[config.mk]
export PLATFORM = sky130hd
export DESIGN_NAME = system_wakeup_lvd_pending_regs
export DESIGN_NICKNAME = d
export VERILOG_FILES = /design/src/rtl/sysctl_pkg.sv /design/src/rtl/system_wakeup_lvd_pending_regs.sv
export SDC_FILE = /design/constraint.sdc
export NUM_CORES = 1
export LEC_CHECK = 0
export ABC_AREA = 1
export ABC_CLOCK_PERIOD_IN_PS = 2700
export BUFFER_PORTS_ARGS = -buffer_cell sky130_fd_sc_hd__buf_2
export CAP_MARGIN = 0
export CORE_MARGIN = 8
export CORE_UTILIZATION = 30
export CTS_BUF_LIST = sky130_fd_sc_hd__clkbuf_8 sky130_fd_sc_hd__clkbuf_16
export DETAILED_ROUTE_END_ITERATION = 10
export PLACE_DENSITY = 0.51
export SLEW_MARGIN = 5
export SYNTH_ARGS = -nofsm -noshare
export SYNTH_HDL_FRONTEND = slang
export SYNTH_SLANG_ARGS = --single-unit
[constraint.sdc]
create_clock -name clock -period 2.7 [get_ports clock]
set_input_delay 0.81 -clock clock [delete_from_list [all_inputs] [get_ports clock]]
set_output_delay 0.81 -clock clock [all_outputs]
set_load 0.05 [all_outputs]
[src/rtl/sysctl_pkg.sv]
// Purpose: Constants and types for the system wakeup, low-voltage and
//          pending-interrupt register bank.
// Assumes: 100 MHz bus clock, APB with 32-bit data, 1 ms wakeup tick.
// Notes:   Summary list below; byte offsets are word aligned.
//
// Summary of operation
// - Wakeup control bit 4 enables wakeup timeout interrupt requests.
// - Wakeup control bits 2:0 select period; code 000 disables the timer.
// - Codes 001..111 give 8,32,64,128,256,512 ms and 1.024 s at 1 ms.
// - 1-kHz oscillator powers down in stop only with period 000, select 1.
// - Low-voltage flag, power bit 7, sets on detect event while enabled.
// - Writing 1 to power bit 6 clears low-voltage flag; reads 0.
// - Power bit 5 set: interrupt requested while low-voltage flag and detect enable are 1.
// - Reset forced when flag, reset enable bit 4 and detect enable set.
// - Power bit 3 keeps detection alive in stop, only with detect enable.
// - Write-once power bit 2 enables detection and qualifies other bits.
// - Write-once power bits accept only first write after reset.
// - Power bit 0 drives the bandgap buffer enable output.
// - Pending bit 4 is keypad flag AND keypad interrupt enable.
// - Pending bit 3 is comparator flag AND comparator interrupt enable.
// - Pending bit 2 is timer overflow flag AND its interrupt enable.
// - Pending bit 1 is wakeup timeout flag AND wakeup interrupt enable.
// - Pending bit 0 is low-voltage flag AND interrupt enable AND enable.
// - Wakeup flag bit 7 sets on expiry; writing 1 to bit 6 clears it.
// - Wakeup control bit 5 picks 1-kHz oscillator or 32-kHz divided by 32.
package sysctl_pkg;

  localparam int unsigned ADDR_W = 12;

  // Register byte offsets
  localparam logic [ADDR_W-1:0] WAKEUP_CTRL_OFS = 12'h000;
  localparam logic [ADDR_W-1:0] POWER_CTRL_OFS  = 12'h004;
  localparam logic [ADDR_W-1:0] PENDING_OFS     = 12'h008;

  // Wakeup control fields
  localparam int unsigned WK_FLAG_BIT   = 7;
  localparam int unsigned WK_CLEAR_BIT  = 6;
  localparam int unsigned WK_CLKSEL_BIT = 5;
  localparam int unsigned WK_IRQEN_BIT  = 4;
  localparam int unsigned WK_PERIOD_LSB = 0;
  localparam int unsigned WK_PERIOD_W   = 3;

  // Power management fields
  localparam int unsigned LV_FLAG_BIT   = 7;
  localparam int unsigned LV_CLEAR_BIT  = 6;
  localparam int unsigned LV_IRQEN_BIT  = 5;
  localparam int unsigned LV_RSTEN_BIT  = 4;
  localparam int unsigned LV_STOPEN_BIT = 3;
  localparam int unsigned LV_DETEN_BIT  = 2;
  localparam int unsigned LV_BANDGAP_BUFFER_ENABLE_BIT   = 0;

  // Pending register fields
  localparam int unsigned PEND_KEYPAD_BIT = 4;
  localparam int unsigned PEND_COMP_BIT   = 3;
  localparam int unsigned PEND_TIMER_BIT  = 2;
  localparam int unsigned PEND_WAKEUP_BIT = 1;
  localparam int unsigned PEND_LV_BIT     = 0;

  // Reset values
  localparam logic [WK_PERIOD_W-1:0] WK_PERIOD_RST = 3'h0;
  localparam logic WK_IRQEN_RST  = 1'b0;
  localparam logic WK_CLKSEL_RST = 1'b0;
  localparam logic LV_IRQEN_RST  = 1'b0;
  localparam logic LV_RSTEN_RST  = 1'b1;
  localparam logic LV_STOPEN_RST = 1'b1;
  localparam logic LV_DETEN_RST  = 1'b1;
  localparam logic LV_BANDGAP_BUFFER_ENABLE_RST   = 1'b0;

  // Timing
  localparam int unsigned TICK_MS        = 1;
  localparam int unsigned SLOW_DIV       = 32;
  localparam int unsigned SLOW_DIV_W     = 5;
  localparam int unsigned WK_COUNT_W     = 11;
  localparam logic [WK_PERIOD_W-1:0] WK_PERIOD_OFF = 3'h0;

  typedef logic [WK_COUNT_W-1:0] wk_count_t;

  // Timeout in 1 ms ticks for each period code
  function automatic wk_count_t period_ticks(
    input logic [WK_PERIOD_W-1:0] code);
    case (code)
      3'h1:    period_ticks = 11'h008 / wk_count_t'(TICK_MS);
      3'h2:    period_ticks = 11'h020 / wk_count_t'(TICK_MS);
      3'h3:    period_ticks = 11'h040 / wk_count_t'(TICK_MS);
      3'h4:    period_ticks = 11'h080 / wk_count_t'(TICK_MS);
      3'h5:    period_ticks = 11'h100 / wk_count_t'(TICK_MS);
      3'h6:    period_ticks = 11'h200 / wk_count_t'(TICK_MS);
      3'h7:    period_ticks = 11'h400 / wk_count_t'(TICK_MS);
      default: period_ticks = 11'h000;
    endcase
  endfunction : period_ticks

  // Flags and enables from neighbouring peripherals
  typedef struct packed {
    logic keypad_flag;
    logic keypad_irq_enable;
    logic comparator_flag;
    logic comparator_irq_enable;
    logic timer_overflow_flag;
    logic timer_overflow_irq_enable;
  } irq_sources_t;

  // Requests and controls driven toward the rest of the chip
  typedef struct packed {
    logic wakeup_irq;
    logic low_voltage_irq;
    logic low_voltage_reset;
    logic bandgap_buffer_enable;
    logic osc_1khz_power_down;
    logic low_voltage_detect_active;
  } sys_requests_t;

endpackage : sysctl_pkg

[src/rtl/system_wakeup_lvd_pending_regs.sv]
// Purpose: APB register bank for the periodic wakeup timer, low-voltage
//          detect control and the interrupt pending summary.
// Assumes: Single 100 MHz clock, synchronous active-high reset; wakeup
//          clock and detector inputs are asynchronous pins.
// Notes:   Zero-wait APB slave; read data captured in the setup cycle.
//
// Local design decisions: the address map and the APB register port.
`timescale 1ns/1ps
module system_wakeup_lvd_pending_regs
  import sysctl_pkg::*;
(
  input  wire logic                clock,
  input  wire logic                sys_rst,
  input  wire logic                psel,
  input  wire logic                penable,
  input  wire logic                pwrite,
  input  wire logic [ADDR_W-1:0]   paddr,
  input  wire logic [31:0]         pwdata,
  output logic      [31:0]         prdata,
  output logic                     pready,
  output logic                     pslverr,
  input  wire logic                osc_1khz_clk,
  input  wire logic                osc_32khz_clk,
  input  wire logic                low_voltage_event,
  input  wire logic                stop_mode,
  input  wire irq_sources_t        irq_sources,
  output sys_requests_t            sys_requests
);

  // Pin synchronisers: first stage read only by second stage
  logic [2:0] sync_a;
  logic [2:0] sync_b;
  logic [2:0] pin_s;
  logic [2:0] pin_prev;

  // Registers
  logic [WK_PERIOD_W-1:0] wakeup_period_select;
  logic                   wakeup_irq_enable;
  logic                   wakeup_clock_select;
  logic                   wakeup_timeout_flag;
  logic                   low_voltage_flag;
  logic                   low_voltage_irq_enable;
  logic                   low_voltage_reset_enable;
  logic                   low_voltage_stop_enable;
  logic                   low_voltage_detect_enable;
  logic                   bandgap_buffer_enable;
  logic                   write_once_locked;

  // Wakeup timer
  logic [SLOW_DIV_W-1:0]  slow_div;
  wk_count_t              wk_count;
  logic                   slow_tick;
  logic                   ms_tick;
  logic                   wk_expire;
  logic                   wk_running;

  // Bus decode
  logic                   setup_phase;
  logic                   wr_access;
  logic                   wr_wakeup;
  logic                   wr_power;
  logic                   lv_detect_live;
  logic                   lv_set;
  logic [7:0]             pending;
  logic [31:0]            next_prdata;
  logic                   next_pslverr;

  always_ff @(posedge clock) begin
    if (sys_rst) begin
      sync_a   <= 3'h0;
      sync_b   <= 3'h0;
      pin_prev <= 3'h0;
    end else begin
      sync_a   <= {low_voltage_event, osc_32khz_clk, osc_1khz_clk};
      sync_b   <= sync_a;
      pin_prev <= sync_b;
    end
  end

  assign pin_s = sync_b;

  // Bus strobes
  assign setup_phase = psel && !penable;
  assign wr_access   = psel && penable && pwrite;
  assign wr_wakeup   = wr_access && (paddr == WAKEUP_CTRL_OFS);
  assign wr_power    = wr_access && (paddr == POWER_CTRL_OFS);
  assign pready      = psel && penable;

  // Wakeup control register
  always_ff @(posedge clock) begin
    if (sys_rst) begin
      wakeup_period_select <= WK_PERIOD_RST;
      wakeup_irq_enable    <= WK_IRQEN_RST;
      wakeup_clock_select  <= WK_CLKSEL_RST;
    end else if (wr_wakeup) begin
      wakeup_period_select <=
        pwdata[WK_PERIOD_LSB +: WK_PERIOD_W];
      wakeup_irq_enable    <= pwdata[WK_IRQEN_BIT];
      wakeup_clock_select  <= pwdata[WK_CLKSEL_BIT];
    end
  end

  // Clock source: rising edge of 1-kHz pin, or 32-kHz pin divided by 32
  assign slow_tick = pin_s[1] && !pin_prev[1];

  always_ff @(posedge clock) begin
    if (sys_rst) begin
      slow_div <= '0;
    end else if (slow_tick) begin
      slow_div <= slow_div + SLOW_DIV_W'(1);
    end
  end

  always_comb begin
    if (wakeup_clock_select) begin
      ms_tick = slow_tick &&
        (slow_div == SLOW_DIV_W'(SLOW_DIV - 1));
    end else begin
      ms_tick = pin_s[0] && !pin_prev[0];
    end
  end

  assign wk_running = wakeup_period_select != WK_PERIOD_OFF;
  assign wk_expire  = wk_running && ms_tick &&
    (wk_count == period_ticks(wakeup_period_select) - 11'h001);

  // Timeout counter restarts on any write to the period or source
  always_ff @(posedge clock) begin
    if (sys_rst || !wk_running || wr_wakeup) begin
      wk_count <= '0;
    end else if (wk_expire) begin
      wk_count <= '0;
    end else if (ms_tick) begin
      wk_count <= wk_count + 11'h001;
    end
  end

  // Timeout flag: a new expiry wins over a simultaneous clear
  always_ff @(posedge clock) begin
    if (sys_rst) begin
      wakeup_timeout_flag <= 1'b0;
    end else if (wk_expire) begin
      wakeup_timeout_flag <= 1'b1;
    end else if (wr_wakeup && pwdata[WK_CLEAR_BIT]) begin
      wakeup_timeout_flag <= 1'b0;
    end
  end

  // Power management register; write-once bits lock on first write
  always_ff @(posedge clock) begin
    if (sys_rst) begin
      low_voltage_irq_enable    <= LV_IRQEN_RST;
      low_voltage_stop_enable   <= LV_STOPEN_RST;
      bandgap_buffer_enable     <= LV_BANDGAP_BUFFER_ENABLE_RST;
      low_voltage_reset_enable  <= LV_RSTEN_RST;
      low_voltage_detect_enable <= LV_DETEN_RST;
      write_once_locked         <= 1'b0;
    end else if (wr_power) begin
      low_voltage_irq_enable  <= pwdata[LV_IRQEN_BIT];
      low_voltage_stop_enable <= pwdata[LV_STOPEN_BIT];
      bandgap_buffer_enable   <= pwdata[LV_BANDGAP_BUFFER_ENABLE_BIT];
      write_once_locked       <= 1'b1;
      if (!write_once_locked) begin
        low_voltage_reset_enable  <= pwdata[LV_RSTEN_BIT];
        low_voltage_detect_enable <= pwdata[LV_DETEN_BIT];
      end
    end
  end

  // Detector is sampled only when enabled, and in stop only if allowed
  assign lv_detect_live = low_voltage_detect_enable &&
    (!stop_mode || low_voltage_stop_enable);
  assign lv_set = lv_detect_live && pin_s[2];

  always_ff @(posedge clock) begin
    if (sys_rst) begin
      low_voltage_flag <= 1'b0;
    end else if (lv_set) begin
      low_voltage_flag <= 1'b1;
    end else if (wr_power && pwdata[LV_CLEAR_BIT]) begin
      low_voltage_flag <= 1'b0;
    end
  end

  // Pending summary, live from sources
  always_comb begin
    pending = 8'h00;
    pending[PEND_KEYPAD_BIT] = irq_sources.keypad_flag &&
      irq_sources.keypad_irq_enable;
    pending[PEND_COMP_BIT]   = irq_sources.comparator_flag &&
      irq_sources.comparator_irq_enable;
    pending[PEND_TIMER_BIT]  = irq_sources.timer_overflow_flag &&
      irq_sources.timer_overflow_irq_enable;
    pending[PEND_WAKEUP_BIT] = wakeup_timeout_flag &&
      wakeup_irq_enable;
    pending[PEND_LV_BIT]     = low_voltage_flag &&
      low_voltage_irq_enable &&
      low_voltage_detect_enable;
  end

  // Read mux; clear bits always read as zero
  always_comb begin
    next_prdata  = 32'h0000_0000;
    next_pslverr = 1'b0;
    case (paddr)
      WAKEUP_CTRL_OFS: begin
        next_prdata[WK_FLAG_BIT]   = wakeup_timeout_flag;
        next_prdata[WK_CLKSEL_BIT] = wakeup_clock_select;
        next_prdata[WK_IRQEN_BIT]  = wakeup_irq_enable;
        next_prdata[WK_PERIOD_LSB +: WK_PERIOD_W] = wakeup_period_select;
      end
      POWER_CTRL_OFS: begin
        next_prdata[LV_FLAG_BIT]   = low_voltage_flag;
        next_prdata[LV_IRQEN_BIT]  = low_voltage_irq_enable;
        next_prdata[LV_RSTEN_BIT]  = low_voltage_reset_enable;
        next_prdata[LV_STOPEN_BIT] = low_voltage_stop_enable;
        next_prdata[LV_DETEN_BIT]  = low_voltage_detect_enable;
        next_prdata[LV_BANDGAP_BUFFER_ENABLE_BIT]   = bandgap_buffer_enable;
      end
      PENDING_OFS: begin
        next_prdata[7:0] = pending;
      end
      default: begin
        next_pslverr = 1'b1;
      end
    endcase
  end

  // Read data and error captured in the setup cycle
  always_ff @(posedge clock) begin
    if (sys_rst) begin
      prdata  <= 32'h0000_0000;
      pslverr <= 1'b0;
    end else if (setup_phase) begin
      prdata  <= pwrite ? 32'h0000_0000 : next_prdata;
      pslverr <= next_pslverr;
    end
  end

  // Requests toward the chip
  always_ff @(posedge clock) begin
    if (sys_rst) begin
      sys_requests <= '0;
    end else begin
      sys_requests.wakeup_irq <= pending[PEND_WAKEUP_BIT];
      sys_requests.low_voltage_irq <= pending[PEND_LV_BIT];
      sys_requests.low_voltage_reset <= low_voltage_flag &&
        low_voltage_reset_enable &&
        low_voltage_detect_enable;
      sys_requests.bandgap_buffer_enable <= bandgap_buffer_enable;
      sys_requests.osc_1khz_power_down <= stop_mode &&
        !wk_running && wakeup_clock_select;
      sys_requests.low_voltage_detect_active <= lv_detect_live;
    end
  end

endmodule : system_wakeup_lvd_pending_regs

==> Word level (Yosys, flattened, before mapping) <==
Cells that the tools add are included.
{ "classes": {"n_addsub": 3, "eq_ne": 11, "mux": 14, "bitwise": 1, "reduce_logical": 39} }
{ "ops": {"columns": ["operator", "count"], "rows": [
  ["$pmux 11 s7", 1],
  ["$logic_and 1x1->1", 24],
  ["$eq 12x3->1 const B", 1],
  ["$eq 12x4->1 const B", 1],
  ["$eq 3x3->1 const B", 4],
  ["$logic_not 12->1", 1],
  ["$add 11x1->11 const B", 1],
  ["$eq 11x11->1", 1],
  ["$sub 11x1->11 const B", 1],
  ["$mux 8", 1],
  ["$eq 3x2->1 const B", 2],
  ["$mux 1", 6],
  ["$pmux 1 s2", 3],
  ["$pmux 1 s3", 2],
  ["$pmux 2 s3", 1],
  ["$add 5x1->5 const B", 1],
  ["$eq 5x5->1 const B", 1],
  ["$logic_not 1->1", 5],
  ["$reduce_bool 2->1", 2],
  ["$eq 3x1->1 const B", 1],
  ["$logic_or 1x1->1", 3],
  ["$reduce_bool 3->1", 1],
  ["$reduce_or 3->1", 1],
  ["$reduce_and 2->1", 1],
  ["other kinds (2)", 2]
]} }
{ "word_totals": {"ff_bits": 76, "input_bits": 59} }

==> Depth between registers and ports, before layout <==
Gate-level depths: netlist (run 1).
{ "logic_depth": {"ltp_word": 7, "ltp_mapped": 17} }

==> Worst setup path after synthesis (run 1) <==
OpenSTA, ideal clock, no wires.
{ "synth_timing": {"path_kind": "register to register", "from": "register wakeup_period_select[1]", "to": "register wk_count[5]", "setup_ns": 0.116, "t_arrival_ns": 2.065, "t_required_ns": 2.584, "slack_ns": 0.519, "path_stages_with_launch": 17, "path_buffers": 1, "path_cell_list": "dfxtp_1 inv_2 ha_1 nor2_1 nand2_2 nand2_1 ha_1 xnor2_1 nor2_1 nand2_1 inv_1 nand3_1 nor2_1 nand3_1 nand2_1 buf_6 nor2_1"} }
{ "synth_between": {"elab_chain_cells": 6, "elab_cells_between_ends": 17} }
{ "synth_rtl": {"columns": ["element", "line", "text"], "rows": [
  ["start, declared", "system_wakeup_lvd_pending_regs.sv:37", "logic [WK_PERIOD_W-1:0] wakeup_period_select;"],
  ["start signal, assigned", "system_wakeup_lvd_pending_regs.sv:96", "wakeup_period_select <="],
  ["$eq 3x3->1 (tied with other cells)", "sysctl_pkg.sv:81", "case (code)"],
  ["$pmux 11 s7", "sysctl_pkg.sv:81", null],
  ["$sub 11x1->11", "system_wakeup_lvd_pending_regs.sv:125", "(wk_count == period_ticks(wakeup_period_select) - 11'h001);"],
  ["$eq 11x11->1", "system_wakeup_lvd_pending_regs.sv:125", null],
  ["$logic_and 1x1->1", "system_wakeup_lvd_pending_regs.sv:124", "assign wk_expire = wk_running && ms_tick &&"],
  ["$reduce_or 2->1 (no line) *", null, null],
  ["end signal, assigned", "system_wakeup_lvd_pending_regs.sv:134", "wk_count <= wk_count + 11'h001;"],
  ["end, declared", "system_wakeup_lvd_pending_regs.sv:51", "wk_count_t wk_count;"]
]} }
Every way passes the cells marked *; elsewhere a longest branch is shown, timed or not.
A chain may end at the register's enable or synchronous reset.

==> Final worst setup path (run 1) <==
{ "layout_timing": {"from": "register wakeup_period_select[1]", "to": "register wk_count[6]"} }
Same word-level chain as after synthesis.

==> flow_summary.html, run 1 <==
<table>
<tr><th>Metric</th><th>Value</th></tr>
<tr><th colspan="2">STA</th></tr>
<tr><td>Final-layout setup total negative slack</td><td>0 ns</td></tr>
<tr><td>Min setup slack post-route</td><td>0.392 ns</td></tr>
<tr><td>Post-layout minimum cycle time</td><td>around 2.3 ns</td></tr>
<tr><td>Slew Limit Fails</td><td>0</td></tr>
<tr><td>Setup skew after layout</td><td>0.00685 ns</td></tr>
<tr><td>Setup repair after global routing missed its margin</td><td>no</td></tr>
<tr><td>Setup violations, final</td><td>0</td></tr>
<tr><td>Endpoints failing hold</td><td>0</td></tr>
<tr><td>Final worst-path cycle share</td><td>0.855</td></tr>
<tr><td>Maximum frequency from static timing analysis</td><td>433 MHz</td></tr>
<tr><td>Final Hold Slack</td><td>~0.4 ns</td></tr>
<tr><th colspan="2">Power and ir drop</th></tr>
<tr><td>Cell leakage power</td><td>1.47 nW</td></tr>
<tr><td>Sw Ratio</td><td>0.264</td></tr>
<tr><td>Combinational Power Share</td><td>0.111</td></tr>
<tr><td>Overall power of the completed layout</td><td>1.50 mW</td></tr>
<tr><td>Share of power burned in registers</td><td>0.512</td></tr>
<tr><td>Cell area power density</td><td>471 nW/um^2</td></tr>
<tr><td>Internal power component</td><td>1.10 mW</td></tr>
<tr><td>Clk network pwr share</td><td>0.377</td></tr>
<tr><td>Worst supply voltage drop on vdd</td><td>279 uV</td></tr>
<tr><td>Net switching component of the power</td><td>0.396 mW</td></tr>
<tr><th colspan="2">Worst setup path</th></tr>
<tr><td>Type of element launching the critical path</td><td>flip-flop</td></tr>
<tr><td>Reg2reg start</td><td>wakeup_period_select[1]$_SDFFE_PP0P_</td></tr>
<tr><td>Critical path capture point type</td><td>flip-flop</td></tr>
<tr><td>Critical path class</td><td>flip-flop to flip-flop</td></tr>
<tr><td>Worst path required time</td><td>between 2 and 3 ns</td></tr>
<tr><td>Critical path arrival</td><td>around 2.5 ns</td></tr>
<tr><td>Register-to-register setup slack</td><td>0.39 ns</td></tr>
<tr><td>Worst-path fanout max</td><td>11</td></tr>
<tr><td>Worst setup startpoint</td><td>wakeup_period_select[1]$_SDFFE_PP0P_</td></tr>
<tr><th colspan="2">Place</th></tr>
<tr><td>Routability cong.</td><td>0.797</td></tr>
<tr><td>Count of input and output buffers</td><td>48</td></tr>
<tr><td>Post-Place Worst Slack</td><td>around 0.38 ns</td></tr>
<tr><td>Half-perimeter wire length after placement</td><td>about 5000 um</td></tr>
<tr><td>Instance area at placement</td><td>3050 sq um</td></tr>
<tr><td>Cell Count Post-Placement</td><td>554</td></tr>
<tr><th colspan="2">Global routing</th></tr>
<tr><td>Global-route wire length before repair</td><td>10900 um</td></tr>
<tr><td>Initial antenna violation count</td><td>0</td></tr>
<tr><td>Maximum number of pins on one net before global-route repair</td><td>18</td></tr>
<tr><td>Total congestion overflow after global routing</td><td>0</td></tr>
<tr><td>GRT Util Overall</td><td>0.102</td></tr>
<tr><td>Via count of the first global-routing pass</td><td>2443</td></tr>
<tr><th colspan="2">Synthesis</th></tr>
<tr><td>Yosys cell types</td><td>29</td></tr>
<tr><td>EDFF count, synth</td><td>0</td></tr>
<tr><td>Asr flop ratio synth</td><td>0</td></tr>
<tr><td>Sequential element share of the synthesized area</td><td>0.374</td></tr>
<tr><td>Average instance area after synthesis</td><td>slightly below 7 sq um</td></tr>
<tr><td>Number of register bits inferred by synthesis</td><td>51</td></tr>
<tr><td>Synthesized instance count</td><td>between 300 and 400</td></tr>
<tr><td>Number of warning messages in the yosys log</td><td>0</td></tr>
<tr><td>Post-synthesis cell area</td><td>~2700 sq um</td></tr>
<tr><td>Most frequently used flop master after synthesis</td><td>sky130_fd_sc_hd__dfxtp_1</td></tr>
<tr><th colspan="2">Floorplan</th></tr>
<tr><td>Core Footprint</td><td>~9000 sq um</td></tr>
<tr><td>Starting density of the core</td><td>0.303</td></tr>
<tr><td>Die Height</td><td>111 um</td></tr>
<tr><td>Horiz. Die Dim</td><td>around 110 um</td></tr>
<tr><td>Number of cell rows</td><td>35</td></tr>
<tr><td>Area enclosed by the die boundary</td><td>12400 sq um</td></tr>
<tr><td>Top Ports</td><td>99</td></tr>
<tr><th colspan="2">Clock network</th></tr>
<tr><td>Clock latency on the worst-skew pair</td><td>0.30 ns</td></tr>
<tr><td>Cts-stage hold buffer count</td><td>0</td></tr>
<tr><td>Buffers from clock root to sink, at most</td><td>2</td></tr>
<tr><td>Max H-tree Level</td><td>2</td></tr>
<tr><td>Total setup buffers inserted after CTS</td><td>0</td></tr>
<tr><td>Root buf cell</td><td>sky130_fd_sc_hd__clkbuf_8</td></tr>
<tr><td>TritonCTS clock tree</td><td>built</td></tr>
<tr><td>CTS Buf Count</td><td>5</td></tr>
<tr><td>Register clock-pin slew on the reported worst setup and hold paths</td><td>0.10 ns</td></tr>
<tr><td>Post_cts resized</td><td>0</td></tr>
<tr><td>Count of clock tree sinks</td><td>51</td></tr>
<tr><th colspan="2">Drt</th></tr>
<tr><td>Total wirelength of the detailed-routed design</td><td>6220 um</td></tr>
<tr><td>Number of DRC violations after detailed-routing iteration 0</td><td>roughly 130</td></tr>
<tr><td>Via count of the routed design</td><td>approximately 2400</td></tr>
<tr><td>Average via count per standard cell</td><td>4.27</td></tr>
<tr><td>Routed length per placed instance</td><td>11.1 um</td></tr>
<tr><td>Antenna-violating nets left</td><td>0</td></tr>
<tr><td>Detailed-routing iteration count for the pre-antenna-repair pass</td><td>4</td></tr>
<tr><td>Drt drc</td><td>0</td></tr>
<tr><th colspan="2">Final layout</th></tr>
<tr><td>Layout cells sized above 1</td><td>0.177</td></tr>
<tr><td>Post-synthesis to final-layout area growth</td><td>16.3%</td></tr>
<tr><td>Final #Nets</td><td>517</td></tr>
<tr><td>Final standard cell utilization of the core</td><td>0.352</td></tr>
<tr><td>Final design area excluding fillers</td><td>3180 sq um</td></tr>
<tr><td>Number of fillers in the final layout</td><td>1004</td></tr>
<tr><td>Layout Cells excl Fill</td><td>562</td></tr>
<tr><td>Number of diodes added for antenna fixing</td><td>0</td></tr>
<tr><th colspan="2">Worst hold path</th></tr>
<tr><td>Launch point of the worst hold path</td><td>sync_a[0]$_SDFF_PP0_</td></tr>
<tr><td>Worst hold path type</td><td>flip-flop to flip-flop</td></tr>
<tr><th colspan="2">Job</th></tr>
<tr><td>Max-capacitance violation count</td><td>0</td></tr>
<tr><th colspan="2">Outcome</th></tr>
<tr><td>Outcome</td><td>finished clean</td></tr>
</table>
critical path, cell delays in order, from the launching register on:
cell and delay [ns]:
sky130_fd_sc_hd__dfxtp_1 0.49, sky130_fd_sc_hd__inv_2 0.07, sky130_fd_sc_hd__ha_1 0.19, sky130_fd_sc_hd__nor2_1 0.14
sky130_fd_sc_hd__nand2_2 0.07, sky130_fd_sc_hd__nand2_1 0.08, sky130_fd_sc_hd__ha_1 0.23, sky130_fd_sc_hd__xnor2_1 0.12
sky130_fd_sc_hd__nor2_1 0.10, sky130_fd_sc_hd__nand2_1 0.05, sky130_fd_sc_hd__inv_1 0.05, sky130_fd_sc_hd__nand3_1 0.06
sky130_fd_sc_hd__nor2_1 0.10, sky130_fd_sc_hd__nand3_1 0.14, sky130_fd_sc_hd__nand2_1 0.14, sky130_fd_sc_hd__buf_12 0.14
sky130_fd_sc_hd__nor2_1 0.04
cell usage in the layout (no fill, tap or decap), drive strengths merged, types with 6 or more instances in the layout:
cell and instances:
o21ai 12, xor2 7, inv 62, clkbuf 6, conb 25, nand2 79
nor2 63, dfxtp 51, a21oi 21, ha 8, buf 55, nand3 36
nor3 9
sequential cells by signal, summed over array words and instances (netlist names), 2 cells and up:
name and flops:
wakeup_period_select 3, slow_div 5, sys_requests 6, sync_a 3, prdata 7, pin_s 3, wk_count 11, pin_prev 2
cells by family (layout without fill, tap and decap cells):
group / after synthesis / count (layout) / synth area share
compound gates: 42 / 42 / 0.0862
simple gates: 191 / 191 / 0.309
buf+inv: 90 / 124 / 0.161
other cells: 1 / 25 / 0.00137
flops: 51 / 51 / 0.374
fa+ha+maj: 8 / 8 / 0.0367
xor+xnor: 10 / 10 / 0.0321
per-layer routing:
| layer | vias up | global-route usage | wire, um |
|---|---|---|---|
| li1 | 1294 | - | - |
| met1 | 1062 | 0.118 | 2860 |
| met2 | 43 | 0.176 | 3010 |
| met3 | 2 | 0.0339 | 315 |
| met4 | 0 | 0.0267 | 38 |
| met5 | - | 0 | 0 |
area by class of cell:
cell class,instances,area [sq um],share of cell area
multi-input cells,276,1360,0.428
well taps,111,139,0.0437
clock inverters,2,38.8,0.0122
clock buffers,6,82.6,0.0260
flip-flops and latches,51,1020,0.322
inverters,61,229,0.0721
repair buffers,55,305,0.0961
cell usage after synthesis (all sizes together) (2+ instances only):
master	number	area [sq um]
xnor2	3	26.3
dfxtp	51	1020
buf	26	199
a21oi	21	105
o21ai	12	63.8
inv	61	229
nor2	63	272
a211oi	2	15.0
ha	8	100
nand3	36	185
o22ai	3	18.8
o211ai	3	22.5
xor2	7	61.3
nand4	2	12.5
clkbuf	3	11.3
nand2	79	304
nor3	9	56.3
power groups by stage:
stage | Clock [mW] | Sequential (mW) | Combinational, mW
2_1_floorplan | 0 | 0.792 | 0.143
3_3_place_gp | 0 | 0.784 | 0.165
3_5_place_dp | 0 | 0.784 | 0.166
4_1_cts | 0.591 | 0.767 | 0.166
5_1_grt | 0.619 | 0.769 | 0.181
6_report | 0.564 | 0.767 | 0.167
final timing paths:
kind                                                 end  cells after the start
worst min register to register       pin_s[0]$_SDFF_PP0_                      2
worst max-delay path            wk_count[6]$_SDFFE_PP0P_                     16
worst min-delay path                 pin_s[0]$_SDFF_PP0_                      2
worst max register to register  wk_count[6]$_SDFFE_PP0P_                     16
Note: power is estimated with default switching activity, not from simulation.
==> run 2: changes to the inputs <==
- RECOVER_POWER: default -> 50
==> run 2 against run 1 <==
  * Clock-buffer cell count did not move
  * Wire length rose by 0.50%
  * Worst hold slack barely moved
  * Register-to-register slack barely moved
  * Fmax fell by 0.22%
  * Global-route usage did not move
  * Sequential share of layout area rose by 0.27 points
  * Clock power barely moved
  * Power fell by 0.11%
  * Largest cell class unchanged
==> flow_summary.html, run 2 (synthesis results as in run 1) <==
<table>
<tr><th>Metric</th><th>Value</th></tr>
<tr><th colspan="2">Floorplan</th></tr>
<tr><td>Area enclosed by the die boundary</td><td>about 12000 sq um</td></tr>
<tr><td>Starting density of the core</td><td>0.303</td></tr>
<tr><td>Core Footprint</td><td>9020 sq um</td></tr>
<tr><td>Number of cell rows</td><td>35</td></tr>
<tr><td>Die Height</td><td>111 um</td></tr>
<tr><td>Top Ports</td><td>99</td></tr>
<tr><td>Horiz. Die Dim</td><td>111 um</td></tr>
<tr><th colspan="2">Place</th></tr>
<tr><td>Half-perimeter wire length after placement</td><td>5030 um</td></tr>
<tr><td>Count of input and output buffers</td><td>48</td></tr>
<tr><td>Routability cong.</td><td>roughly 0.8</td></tr>
<tr><th colspan="2">Clock network</th></tr>
<tr><td>Total setup buffers inserted after CTS</td><td>0</td></tr>
<tr><td>CTS Buf Count</td><td>5</td></tr>
<tr><td>Post_cts resized</td><td>0</td></tr>
<tr><td>Max H-tree Level</td><td>2</td></tr>
<tr><td>Cts-stage hold buffer count</td><td>0</td></tr>
<tr><td>Root buf cell</td><td>sky130_fd_sc_hd__clkbuf_8</td></tr>
<tr><td>Count of clock tree sinks</td><td>51</td></tr>
<tr><td>TritonCTS clock tree</td><td>built</td></tr>
<tr><td>Buffers from clock root to sink, at most</td><td>2</td></tr>
<tr><td>Clock latency on the worst-skew pair</td><td>0.30 ns</td></tr>
<tr><td>Register clock-pin slew on the reported worst setup and hold paths</td><td>approximately 0.10 ns</td></tr>
<tr><th colspan="2">Global routing</th></tr>
<tr><td>Via count of the first global-routing pass</td><td>about 2400</td></tr>
<tr><td>M3 GR Usage</td><td>0.0339</td></tr>
<tr><td>Initial antenna violation count</td><td>0</td></tr>
<tr><td>GRT Util Overall</td><td>0.102</td></tr>
<tr><td>Total congestion overflow after global routing</td><td>0</td></tr>
<tr><td>Global-route met2 utilization</td><td>0.176</td></tr>
<tr><td>Met1 GRT Util</td><td>0.118</td></tr>
<tr><td>Maximum number of pins on one net before global-route repair</td><td>18</td></tr>
<tr><td>Most Used Layer, Global Route</td><td>met2</td></tr>
<tr><td>Global-route wire length before repair</td><td>10900 um</td></tr>
<tr><th colspan="2">STA</th></tr>
<tr><td>Endpoints failing hold</td><td>0</td></tr>
<tr><td>Final-layout setup total negative slack</td><td>0 ns</td></tr>
<tr><td>Post-layout minimum cycle time</td><td>around 2.3 ns</td></tr>
<tr><td>Setup violations, final</td><td>0</td></tr>
<tr><td>Maximum frequency from static timing analysis</td><td>432 MHz</td></tr>
<tr><td>Slew Limit Fails</td><td>0</td></tr>
<tr><td>Actual slew at the worst max-slew pin</td><td>0.691 ns</td></tr>
<tr><td>Relative slew slack</td><td>0.539</td></tr>
<tr><td>Setup repair after global routing missed its margin</td><td>no</td></tr>
<tr><td>Setup skew after layout</td><td>roughly 0.0072 ns</td></tr>
<tr><td>Final worst-path cycle share</td><td>0.857</td></tr>
<tr><th colspan="2">Drt</th></tr>
<tr><td>Routed length per placed instance</td><td>roughly 11 um</td></tr>
<tr><td>Drt drc</td><td>0</td></tr>
<tr><td>Number of DRC violations after detailed-routing iteration 0</td><td>118</td></tr>
<tr><td>Average via count per standard cell</td><td>4.28</td></tr>
<tr><td>Via count of the routed design</td><td>2405</td></tr>
<tr><td>Total wirelength of the detailed-routed design</td><td>6250 um</td></tr>
<tr><td>Antenna-violating nets left</td><td>0</td></tr>
<tr><td>Detailed-routing iteration count for the pre-antenna-repair pass</td><td>4</td></tr>
<tr><th colspan="2">Worst setup path</th></tr>
<tr><td>Stage delay of the slowest cell on the critical path</td><td>0.49 ns</td></tr>
<tr><td>Cell with the largest stage delay on the worst path</td><td>sky130_fd_sc_hd__dfxtp_1</td></tr>
<tr><td>Top cell family by delay on the critical path</td><td>simple AND/OR/NAND/NOR gates</td></tr>
<tr><td>Type of element launching the critical path</td><td>flip-flop</td></tr>
<tr><td>Critical path arrival</td><td>2.52 ns</td></tr>
<tr><td>Worst path required time</td><td>2.90 ns</td></tr>
<tr><td>Combined buffer and inverter count along the critical path</td><td>3</td></tr>
<tr><td>Critical path class</td><td>flip-flop to flip-flop</td></tr>
<tr><td>Critical path capture point type</td><td>flip-flop</td></tr>
<tr><td>Critical path's most frequent cell</td><td>sky130_fd_sc_hd__nor2_1</td></tr>
<tr><td>Cells along the critical path</td><td>inv_2 &gt; ha_1 &gt; nor2_1 &gt; nand2_2 &gt; nand2_1 &gt; ha_1 &gt; xnor2_1 &gt; nor2_1 &gt; nand2_1 &gt; inv_1 &gt; nand3_1 &gt; nor2_1 &gt; nand3_1 &gt; nand2_1 &gt; buf_12 &gt; nor2_1</td></tr>
<tr><td>Worst-path fanout max</td><td>11</td></tr>
<tr><th colspan="2">Worst hold path</th></tr>
<tr><td>Worst hold path type</td><td>flip-flop to flip-flop</td></tr>
<tr><th colspan="2">Power and ir drop</th></tr>
<tr><td>Combinational Power Share</td><td>0.110</td></tr>
<tr><td>Cell area power density</td><td>between 400 and 500 nW/um^2</td></tr>
<tr><td>Cell leakage power</td><td>1.40 nW</td></tr>
<tr><td>Sw Ratio</td><td>0.265</td></tr>
<tr><td>Internal power component</td><td>1.10 mW</td></tr>
<tr><td>Net switching component of the power</td><td>0.396 mW</td></tr>
<tr><td>Clk network pwr share</td><td>0.378</td></tr>
<tr><td>Share of power burned in registers</td><td>0.513</td></tr>
<tr><td>Worst supply voltage drop on vdd</td><td>about 280 uV</td></tr>
<tr><th colspan="2">Final layout</th></tr>
<tr><td>Post-synthesis to final-layout area growth</td><td>15.4%</td></tr>
<tr><td>Flip-flop count of the largest register after layout</td><td>11</td></tr>
<tr><td>Leading registers by flop count</td><td>wk_count: 11 flops, prdata: 7 flops, sys_requests: 6 flops</td></tr>
<tr><td>Final #Nets</td><td>517</td></tr>
<tr><td>Commonest cells after routing, fill and taps aside</td><td>sky130_fd_sc_hd__nand2_1, sky130_fd_sc_hd__inv_1, sky130_fd_sc_hd__nor2_1</td></tr>
<tr><td>Most frequent standard cell in the layout excluding fill and tap cells</td><td>sky130_fd_sc_hd__nand2_1</td></tr>
<tr><td>Final standard cell utilization of the core</td><td>0.349</td></tr>
<tr><td>Layout cells sized above 1</td><td>0.140</td></tr>
<tr><td>Register containing the most flip-flops in the final layout</td><td>wk_count</td></tr>
<tr><td>Number of diodes added for antenna fixing</td><td>0</td></tr>
<tr><th colspan="2">Outcome</th></tr>
<tr><td>Outcome</td><td>finished clean</td></tr>
<tr><th colspan="2">Job</th></tr>
<tr><td>Max-capacitance violation count</td><td>0</td></tr>
</table>
run 2: changes by cell type in the layout (fill, tap and decap cells not counted), sizes merged:
cell | previous run | this run
buf | 55 | 38
clkbuf | 6 | 23
run 2: worst paths after layout:
kind	startpoint	endpoint	slack, ns	cells after the start
hold / removal	sync_a[0]$_SDFF_PP0_	pin_s[0]$_SDFF_PP0_	0.41	2
setup reg to reg	wakeup_period_select[1]$_SDFFE_PP0P_	wk_count[6]$_SDFFE_PP0P_	0.39	16
hold reg to reg	sync_a[0]$_SDFF_PP0_	pin_s[0]$_SDFF_PP0_	0.41	2
setup / recovery	wakeup_period_select[1]$_SDFFE_PP0P_	wk_count[6]$_SDFFE_PP0P_	0.39	16
run 2: routing by layer:
layer	wire length [um]	share of wire
met1	2920	0.47
met2	3000	0.48
met3	302	0.048
met4	38	0.0061
met5	0	0
run 2: area by class of cell:
class | count | area [sq um]
clock buffer | 6 | 82.6
clock inverter | 2 | 38.8
fill | 1015 | 5870
inverter | 61 | 229
multi-input combinational | 276 | 1360
sequential | 51 | 1020
tap | 111 | 139
timing repair buffer | 55 | 279
run 2: through the flow:
stage | hold slack (ns) | total power [mW] | cell area [sq um] | setup slack [ns] | instances
finish | 0.409 | 1.50 | 3150 | 0.387 | 562
CTS | 0.413 | 1.52 | 3180 | 0.374 | 562
floorplan | 0.388 | 0.935 | 2820 | 0.519 | 417
global placement | 0.391 | 0.949 | 3050 | 0.369 | 554
global route | 0.424 | 1.57 | 3150 | 0.0563 | 562
detailed placement | 0.398 | 0.950 | 3050 | 0.377 | 554
run 2: worst register-to-register path, delay by kind of cell, from the launching register on:
family                   cells  cell delay [ns]
buffers and inverters        3             0.26
XOR/XNOR                     1             0.12
adder cells (fa/ha/maj)      2             0.42
AND/OR/NAND/NOR             10             0.93
flip-flops                   1             0.49
run 2: power by group through the flow:
stage          Combinational (mW)  Sequential, mW  Clock [mW]
3_3_place_gp                0.165           0.784           0
5_1_grt                     0.178           0.769       0.619
4_1_cts                     0.166           0.767       0.591
2_1_floorplan               0.143           0.792           0
6_report                    0.164           0.767       0.565
3_5_place_dp                0.166           0.784           0
